===== src/verilog/obcd_pkg.sv =====
// constants, types and decode functions for the option byte decoder
package obcd_pkg;

	// ------------------------------------------------------------
	// option byte field layout
	// ------------------------------------------------------------
	localparam int OB0_PINOUT_BIT = 1;
	localparam int OB0_PROTECT_BIT = 0;
	localparam logic [7:0] OB0_RESERVED_MASK = 8'hFC;
	localparam int OB1_CLKSEC_BIT = 7;
	localparam int OB1_OSC_HI = 6;
	localparam int OB1_OSC_LO = 4;
	localparam int OB1_LOWV_HI = 3;
	localparam int OB1_LOWV_LO = 2;
	localparam int OB1_HALT_BIT = 1;
	localparam int OB1_WDMODE_BIT = 0;
	localparam logic [7:0] OB_ERASED = 8'hFF;
	localparam logic SEL_BYTE0 = 1'b0;
	localparam logic SEL_BYTE1 = 1'b1;

	// ------------------------------------------------------------
	// field encodings
	// ------------------------------------------------------------
	localparam logic [2:0] OSC_CODE_EXT_CLOCK = 3'h7;
	localparam logic [2:0] OSC_CODE_INT_RC = 3'h6;
	localparam logic [1:0] OSC_CODE_EXT_RC_HI = 2'h2;
	localparam logic [2:0] OSC_CODE_LOW_POWER = 3'h3;
	localparam logic [2:0] OSC_CODE_MED_POWER = 3'h2;
	localparam logic [2:0] OSC_CODE_MED_SPEED = 3'h1;
	localparam logic [2:0] OSC_CODE_HIGH_SPEED = 3'h0;
	localparam logic [1:0] LV_CODE_OFF = 2'h3;
	localparam logic [1:0] LV_CODE_HIGHEST = 2'h2;
	localparam logic [1:0] LV_CODE_MEDIUM = 2'h1;
	localparam logic [1:0] LV_CODE_LOWEST = 2'h0;

	// ------------------------------------------------------------
	// enumerations
	// ------------------------------------------------------------
	typedef enum logic [2:0] {
		ST_LOAD = 3'h1,
		ST_RUN = 3'h2,
		ST_PROG = 3'h4
	} obcd_state_e;

	typedef enum logic [6:0] {
		OSC_EXT_CLOCK = 7'h01,
		OSC_INT_RC = 7'h02,
		OSC_EXT_RC = 7'h04,
		OSC_LOW_POWER_RESONATOR = 7'h08,
		OSC_MEDIUM_POWER_RESONATOR = 7'h10,
		OSC_MEDIUM_SPEED_RESONATOR = 7'h20,
		OSC_HIGH_SPEED_RESONATOR = 7'h40
	} obcd_osc_e;

	typedef enum logic [3:0] {
		LV_OFF = 4'h1,
		LV_HIGHEST = 4'h2,
		LV_MEDIUM = 4'h4,
		LV_LOWEST = 4'h8
	} obcd_lowv_e;

	// ------------------------------------------------------------
	// carriers
	// ------------------------------------------------------------
	typedef struct packed {
		logic pinout_large;
		logic readout_protect;
		logic clock_security_en;
		obcd_osc_e osc_select;
		obcd_lowv_e low_voltage_threshold_select;
		logic watchdog_halt_reset;
		logic watchdog_always_on;
	} obcd_cfg_s;

	typedef struct packed {
		logic wr;
		logic rd;
		logic sel;
		logic [7:0] wdata;
	} obcd_preq_s;

	typedef struct packed {
		logic ack;
		logic [7:0] rdata;
	} obcd_pans_s;

	typedef struct packed {
		logic ff1;
		logic ff2;
		logic ff3;
		logic level;
	} obcd_sync_s;

	typedef struct packed {
		obcd_state_e st;
		logic [7:0] nv0;
		logic [7:0] nv1;
		obcd_cfg_s cfg;
		logic cfg_valid;
		obcd_pans_s ans;
		logic erase;
		logic halt_rst;
	} obcd_top_s;

	// ------------------------------------------------------------
	// decode functions
	// ------------------------------------------------------------
	function automatic obcd_osc_e osc_decode(input logic [2:0] code);
		obcd_osc_e r;
		if (code == OSC_CODE_EXT_CLOCK)
			r = OSC_EXT_CLOCK;
		else if (code == OSC_CODE_INT_RC)
			r = OSC_INT_RC;
		else if (code[2:1] == OSC_CODE_EXT_RC_HI)
			r = OSC_EXT_RC;
		else if (code == OSC_CODE_LOW_POWER)
			r = OSC_LOW_POWER_RESONATOR;
		else if (code == OSC_CODE_MED_POWER)
			r = OSC_MEDIUM_POWER_RESONATOR;
		else if (code == OSC_CODE_MED_SPEED)
			r = OSC_MEDIUM_SPEED_RESONATOR;
		else
			r = OSC_HIGH_SPEED_RESONATOR;
		return r;
	endfunction

	function automatic obcd_lowv_e lowv_decode(input logic [1:0] code);
		obcd_lowv_e r;
		unique case (code)
			LV_CODE_OFF: r = LV_OFF;
			LV_CODE_HIGHEST: r = LV_HIGHEST;
			LV_CODE_MEDIUM: r = LV_MEDIUM;
			LV_CODE_LOWEST: r = LV_LOWEST;
		endcase
		return r;
	endfunction

	function automatic obcd_cfg_s cfg_decode(input logic [7:0] b0,
		input logic [7:0] b1);
		obcd_cfg_s c;
		c.pinout_large = b0[OB0_PINOUT_BIT];
		c.readout_protect = b0[OB0_PROTECT_BIT];
		c.clock_security_en = ~b1[OB1_CLKSEC_BIT];
		c.osc_select = osc_decode(b1[OB1_OSC_HI:OB1_OSC_LO]);
		c.low_voltage_threshold_select =
			lowv_decode(b1[OB1_LOWV_HI:OB1_LOWV_LO]);
		c.watchdog_halt_reset = b1[OB1_HALT_BIT];
		c.watchdog_always_on = ~b1[OB1_WDMODE_BIT];
		return c;
	endfunction

	localparam obcd_cfg_s CFG_ERASED = cfg_decode(OB_ERASED, OB_ERASED);

endpackage


===== src/verilog/obcd_sync.sv =====
// three-stage pin synchroniser with agreement filter
`timescale 1ns/1ns
module obcd_sync
	import obcd_pkg::*;
(
	input wire logic CLOCK,
	input wire logic RESET,
	input wire logic CE,
	input wire logic PIN,
	output logic LEVEL
);

	obcd_sync_s q;
	obcd_sync_s d;

	// ------------------------------------------------------------
	// next state
	// ------------------------------------------------------------
	// ff1 feeds ff2 only; the filter looks at ff2 and ff3
	always_comb
	begin
		d = q;
		d.ff1 = PIN;
		d.ff2 = q.ff1;
		d.ff3 = q.ff2;
		if (q.ff2 == q.ff3)
			d.level = q.ff3;
	end

	always_ff @(posedge CLOCK or posedge RESET)
	begin
		if (RESET)
			q <= '0;
		else if (CE)
			q <= d;
	end

	assign LEVEL = q.level;

endmodule


===== src/verilog/obcd_top.sv =====
// option byte store, programming access and configuration decode
`timescale 1ns/1ns
//
// Contract
// - byte0 bit1 picks small or large pinout
// - byte0 bit0 set blocks external program reads
// - clearing protect erases program memory, not options
// - flash parts never protect data eeprom
// - byte1 bit7 low enables clock security
// - byte1 bits6:4 choose main oscillator
// - byte1 bits3:2 set low-voltage detector threshold
// - byte1 bit1 resets on halt with watchdog
// - byte1 bit0 low forces hardware watchdog
// - option bytes reachable only in programming mode
// - unprogrammed option bytes read as FF
// - mask-rom parts use fixed option values
module obcd_top
	import obcd_pkg::*;
#(
	parameter logic MASK_ROM = 1'b0,
	parameter logic [7:0] ROM_BYTE0 = 8'hFF,
	parameter logic [7:0] ROM_BYTE1 = 8'hFF,
	parameter logic ROM_EEPROM_PROTECT = 1'b0
)
(
	input wire logic CLOCK,
	input wire logic RESET,
	input wire logic CE,
	input wire logic CHIP_RESET,
	input wire logic PROG_MODE_PIN,
	input wire obcd_preq_s PROG_REQ,
	output obcd_pans_s PROG_ANS,
	input wire logic HALT_ENTRY,
	input wire logic WATCHDOG_ACTIVE,
	output obcd_cfg_s CFG,
	output logic CFG_VALID,
	output logic PROG_MODE_ACTIVE,
	output logic PMEM_READ_BLOCK,
	output logic EEPROM_READ_BLOCK,
	output logic PMEM_ERASE_REQ,
	output logic HALT_RESET_REQ
);

	// ------------------------------------------------------------
	// declarations
	// ------------------------------------------------------------
	obcd_top_s q;
	obcd_top_s d;
	logic prog_mode;
	logic [7:0] byte0_eff;
	logic [7:0] byte1_eff;
	logic prog_access;
	logic clears_protect;
	logic prog_taken;

	// ------------------------------------------------------------
	// programming mode pin
	// ------------------------------------------------------------
	obcd_sync u_prog_sync (
		.CLOCK(CLOCK),
		.RESET(RESET),
		.CE(CE),
		.PIN(PROG_MODE_PIN),
		.LEVEL(prog_mode)
	);

	// ------------------------------------------------------------
	// effective option contents
	// ------------------------------------------------------------
	// mask parts take the factory values; the stored cells are unused
	assign byte0_eff = MASK_ROM ? ROM_BYTE0 : q.nv0;
	assign byte1_eff = MASK_ROM ? ROM_BYTE1 : q.nv1;

	// outside programming mode there is no path to the cells at all
	assign prog_access = (q.st == ST_PROG) && !CHIP_RESET;
	assign prog_taken = prog_access && (PROG_REQ.wr || PROG_REQ.rd);

	// only a real 1 -> 0 transition of the protect bit erases
	assign clears_protect = prog_access && PROG_REQ.wr && !MASK_ROM
		&& (PROG_REQ.sel == SEL_BYTE0)
		&& q.nv0[OB0_PROTECT_BIT]
		&& !PROG_REQ.wdata[OB0_PROTECT_BIT];

	// ------------------------------------------------------------
	// next state
	// ------------------------------------------------------------
	always_comb
	begin
		d = q;
		d.ans.ack = 1'b0;
		d.erase = 1'b0;
		d.halt_rst = 1'b0;
		unique case (q.st)
			ST_LOAD:
			begin
				// keep sampling the cells for as long as reset lasts
				d.cfg = cfg_decode(byte0_eff, byte1_eff);
				d.cfg_valid = 1'b0;
				if (!CHIP_RESET)
				begin
					d.cfg_valid = 1'b1;
					d.st = prog_mode ? ST_PROG : ST_RUN;
				end
			end
			// settings are void from the edge that sees the device reset
			ST_RUN:
			begin
				if (CHIP_RESET)
				begin
					d.st = ST_LOAD;
					d.cfg_valid = 1'b0;
				end
				else if (prog_mode)
					d.st = ST_PROG;
			end
			ST_PROG:
			begin
				if (CHIP_RESET)
				begin
					d.st = ST_LOAD;
					d.cfg_valid = 1'b0;
				end
				else if (!prog_mode)
					d.st = ST_RUN;
			end
		endcase

		if (prog_access && PROG_REQ.wr)
		begin
			d.ans.ack = 1'b1;
			if (!MASK_ROM)
			begin
				if (PROG_REQ.sel == SEL_BYTE1)
					d.nv1 = PROG_REQ.wdata;
				else
					// a stray zero in a reserved bit is not kept
					d.nv0 = PROG_REQ.wdata | OB0_RESERVED_MASK;
			end
			// the option cells themselves are never part of the erase
			d.erase = clears_protect;
		end
		else if (prog_access && PROG_REQ.rd)
		begin
			d.ans.ack = 1'b1;
			d.ans.rdata = (PROG_REQ.sel == SEL_BYTE1) ? byte1_eff
				: byte0_eff;
		end

		// halt reset only once the configuration is in force
		if (q.st != ST_LOAD)
			d.halt_rst = HALT_ENTRY && WATCHDOG_ACTIVE
				&& q.cfg.watchdog_halt_reset;
	end

	// ------------------------------------------------------------
	// state register
	// ------------------------------------------------------------
	// cells start erased; RESET here stands for first power-up only
	always_ff @(posedge CLOCK or posedge RESET)
	begin
		if (RESET)
		begin
			q.st <= ST_LOAD;
			q.nv0 <= OB_ERASED;
			q.nv1 <= OB_ERASED;
			q.cfg <= CFG_ERASED;
			q.cfg_valid <= 1'b0;
			q.ans <= '0;
			q.erase <= 1'b0;
			q.halt_rst <= 1'b0;
		end
		else if (CE)
			q <= d;
	end

	// ------------------------------------------------------------
	// outputs
	// ------------------------------------------------------------
	assign CFG = q.cfg;
	assign CFG_VALID = q.cfg_valid;
	assign PROG_MODE_ACTIVE = (q.st == ST_PROG);
	assign PROG_ANS = q.ans;
	assign PMEM_READ_BLOCK = q.cfg.readout_protect;
	// the protect bit has no say over the data eeprom on flash parts
	assign EEPROM_READ_BLOCK = MASK_ROM & ROM_EEPROM_PROTECT;
	assign PMEM_ERASE_REQ = q.erase;
	assign HALT_RESET_REQ = q.halt_rst;
endmodule


===== config.mk =====
export PLATFORM = sky130hd
export DESIGN_NAME = obcd_top
export DESIGN_NICKNAME = d
export VERILOG_FILES = /design/src/verilog/obcd_pkg.sv /design/src/verilog/obcd_sync.sv /design/src/verilog/obcd_top.sv
export SDC_FILE = /design/constraint.sdc
export NUM_CORES = 1
export LEC_CHECK = 0
export ABC_AREA = 0
export BUFFER_PORTS_ARGS = -buffer_cell sky130_fd_sc_hd__clkbuf_2
export CAP_MARGIN = 10
export CELL_PAD_IN_SITES_DETAIL_PLACEMENT = 1
export CELL_PAD_IN_SITES_GLOBAL_PLACEMENT = 1
export CORE_UTILIZATION = 44
export CTS_BUF_LIST = sky130_fd_sc_hd__clkbuf_8
export DETAILED_ROUTE_END_ITERATION = 16
export PLACE_DENSITY_LB_ADDON = 0.3
export SETUP_SLACK_MARGIN = 0.3
export SYNTH_ARGS = -nofsm -noshare
export SYNTH_HDL_FRONTEND = slang
export SYNTH_SLANG_ARGS = --single-unit

===== constraint.sdc =====
create_clock -name CLOCK -period 2.2 [get_ports CLOCK]
set_input_delay 0.11 -clock CLOCK [delete_from_list [all_inputs] [get_ports CLOCK]]
set_output_delay 0.11 -clock CLOCK [all_outputs]
set_load 0.01 [all_outputs]

==> results.yml <==
pwr:
  power.density_nw_per_um2: 1140
  leakagePower_nw: 1.13
  finalPower_mw: 2.74
  ir_drop_mv: 0.442
route:
  wl_um: 4190
  wl_per_cell_um: 15.0
  ant_nets: 0
  vias_per_cell: 4.89
  vias: 1370
  drt_iter0_markers: 48
  remaining_drc_errors: 0
  firstDrtPassIters: 3
cts:
  worstSkewPairLatency_ps: 300
  cts_sinks: 45
  htreeDepth: 2
  numCtsBuffers: 5
  post_cts_buffers: 0
  cts_root_buffer: "clkbuf_8"
  tritoncts: "built"
  cts.path.max_buffers: 2
  clkSlewWorstSetupHoldPaths_ps: 90
final_layout:
  fin_cells: 280
  layout-drive-gt1-share_pct: 48.4
  layout.nets: 230
  stdcell_area_um2: 2410
  areaGrowthSynthToFinish_pct: 8.49
  insertedDiodeCount: 0
placement:
  placed_area_um2: 2310
  dp_hpwl_um: 3170
  gp_congestion: 0.686
  place.port_buffers: 47
  place_ws_ps: 387
  dpl.cell_count: 271
setup_path:
  crit_fanout: 8
  cp.required_ps: 2380
  worst_ep_arrival_time_ps: 1900
  reg2reg_to: "PROG_ANS[0]$_DFFE_PP0P_"
  rr_startpoint: "q[45]$_DFFE_PP0P_"
  path_class: "flop to flop"
  end_kind: "flop"
  start_kind: "flop"
  r2r_cells: 4
  r2r_slack_ps: 490
timing:
  setup_viol: 0
  fin_setup_tns_ps: 0
  rsz0062_at_grt: "no"
  slew_viol_final: 0
  tightest_slew_ps: 549
  report.final.hold_viol_count: 0
  fmax_mhz: 583
  layout_min_cycle_time_ps: 1710
  period_share_pct: 77.9
  relSlewSlack_pct: 63.4
  fin_skew_ps: 6.00
  fin_ws_ps: 486
min_path:
  hp-start: "PROG_REQ[3]"
  whs_path_depth: 2
  hold_end: "byte1_eff[3]$_DFFE_PP1P_"
  hold_class: "input port to flop"
yosys:
  synthDistinctLibCells: 34
  synth_mux_area_share_pct: 15.4
  yosys.area_share.xor_xnor_pct: 0.394
  synth_area_um2: 2220
  synthSimpleGateAreaFrac_pct: 11.5
  yosys.area_share.adder_pct: 0
  syn-mean-instance-area_um2: 11.7
  synth_cells: 190
  ys_async_sr_fraction_pct: 100
  synth_fp_nets: 208
  synth_edf_count: 0
  synthFlopType: "dfrtp_1"
  seq_area_frac_synth_pct: 51.5
  synth_compound_area_share_pct: 8.44
  synth_seq_cells: 45
  synth_top_family_by_area: "multiplexers"
  ys_warn_count: 0
global_routing:
  grt_pass1_wl_um: 6840
  grt_usage_pct: 17.7
  grt_pass1_vias: 1423
  grt_start_max_net_pins: 46
  gr-total-overflow: 0
  antenna_found_initial: 0
run_status:
  outcome: "complete, no violations"
die:
  core_area_um2: 4790
  die_area_um2: 5340
  ios: 49
  rows: 25
  initial_core_util_pct: 46.5
  fp.dieH_um: 73.1
  fp.dieW_um: 73.1
flow_run:
  cap_violations: 0
## state kept, by name (all words and copies together), names as in the netlist
name / flops
PMEM_ERASE_REQ: 1
HALT_RESET_REQ: 1
byte1_eff: 8
PROG_ANS: 9
u_prog_sync.q: 1
q: 3
PMEM_READ_BLOCK: 1
u_prog_sync.d: 2
CFG_VALID: 1
CFG: 15
u_prog_sync.LEVEL: 1
byte0_eff: 2
## critical path, stage by stage, from the launching register on
cell     delay [ps]
dfrtp_1         480
nor4b_4         360
and4b_1         240
buf_4           210
mux2_4          320
## cell type report
type,instances,area (um^2)
clock buffers,5,68.8
clock inverters,3,21.3
fillers,545,2370
inverters,5,18.8
multi-input cells,103,800
flip-flops and latches,45,1150
well taps,67,83.8
repair buffers,52,275
## metrics by stage
step | utilization (%) | hold WS (ps)
6_report | 50.4 | 46.9
5_1_grt | 50.4 | 43.3
4_1_cts | 50.4 | 34.8
3_5_place_dp | 48.3 | 277
3_3_place_gp | 48.3 | 241
2_1_floorplan | - | 216
## report_power, final
group / switching (mW) / internal, mW
registers: 0.260 / 1.16
logic: 0.359 / 0.453
clock network: 0.281 / 0.225
total: 0.900 / 1.84
## cells in the mapped netlist (all sizes together), types with 2 or more instances
cell type / count / area, um^2
mux2: 25 / 342
nand2b: 8 / 50.1
nor2: 3 / 11.3
dfstp: 16 / 420
inv: 5 / 18.8
a211oi: 2 / 15.0
dfrtp: 29 / 726
nor2b: 3 / 18.8
buf: 31 / 239
o41ai: 2 / 17.5
o31ai: 3 / 22.5
o21ai: 15 / 75.1
clkbuf: 6 / 22.5
nand2: 24 / 90.1
nand3: 2 / 10.0
## layout by cell type (no fill, tap or decap), drive strengths merged, types with 2 or more instances in the layout
| cell | n |
|---|---|
| nand3 | 2 |
| clkinv | 2 |
| clkbuf | 52 |
| dfstp | 16 |
| nor2b | 3 |
| mux2 | 25 |
| o41ai | 2 |
| dfrtp | 29 |
| nand2 | 24 |
| o31ai | 3 |
| o21ai | 15 |
| nand2b | 8 |
| a211oi | 2 |
| buf | 4 |
| inv | 5 |
| nor2 | 3 |
## kinds of logic (layout without fill, tap and decap cells)
| logic type | Yosys count | count (layout) |
|---|---|---|
| multiplexers | 25 | 25 |
| XOR/XNOR | 1 | 1 |
| other | 1 | 1 |
| buffers and inverters | 42 | 65 |
| flip-flops | 45 | 45 |
| AND/OR/NAND/NOR | 47 | 47 |
| AO/OA/AOI/OAI | 29 | 29 |
## timing repair
action	4_1_cts	5_1_grt
hold buffers	1	0
setup endpoints to repair	0	1
gates resized for setup	0	1
hold endpoints to repair	29	0
## metal layers
| layer | track usage (%) | share of wire (%) | wire length [um] | vias to the layer above |
|---|---|---|---|---|
| met2 | 30.5 | 51 | 2140 | 34 |
| met4 | 7.19 | 1.5 | 63 | 0 |
| met5 | 0 | 0 | 0 | - |
| met1 | 21.1 | 43 | 1820 | 669 |
| met3 | 4.28 | 4.0 | 169 | 7 |
| li1 | - | - | - | 660 |
## worst max-delay path by stage
stage                                 start                        to  slack [ps]
after floorplan           q[45]$_DFFE_PP0P_   PROG_ANS[0]$_DFFE_PP0P_         620
after global placement    q[45]$_DFFE_PP0P_  byte1_eff[7]$_DFFE_PP1P_         470
after detailed placement  q[45]$_DFFE_PP0P_  byte1_eff[4]$_DFFE_PP1P_         390
after CTS                 q[45]$_DFFE_PP0P_  byte1_eff[5]$_DFFE_PP1P_         370
after global routing      q[45]$_DFFE_PP0P_   PROG_ANS[7]$_DFFE_PP0P_         400
final                     q[45]$_DFFE_PP0P_   PROG_ANS[0]$_DFFE_PP0P_         490
Note: power is estimated with default switching activity, not from simulation.
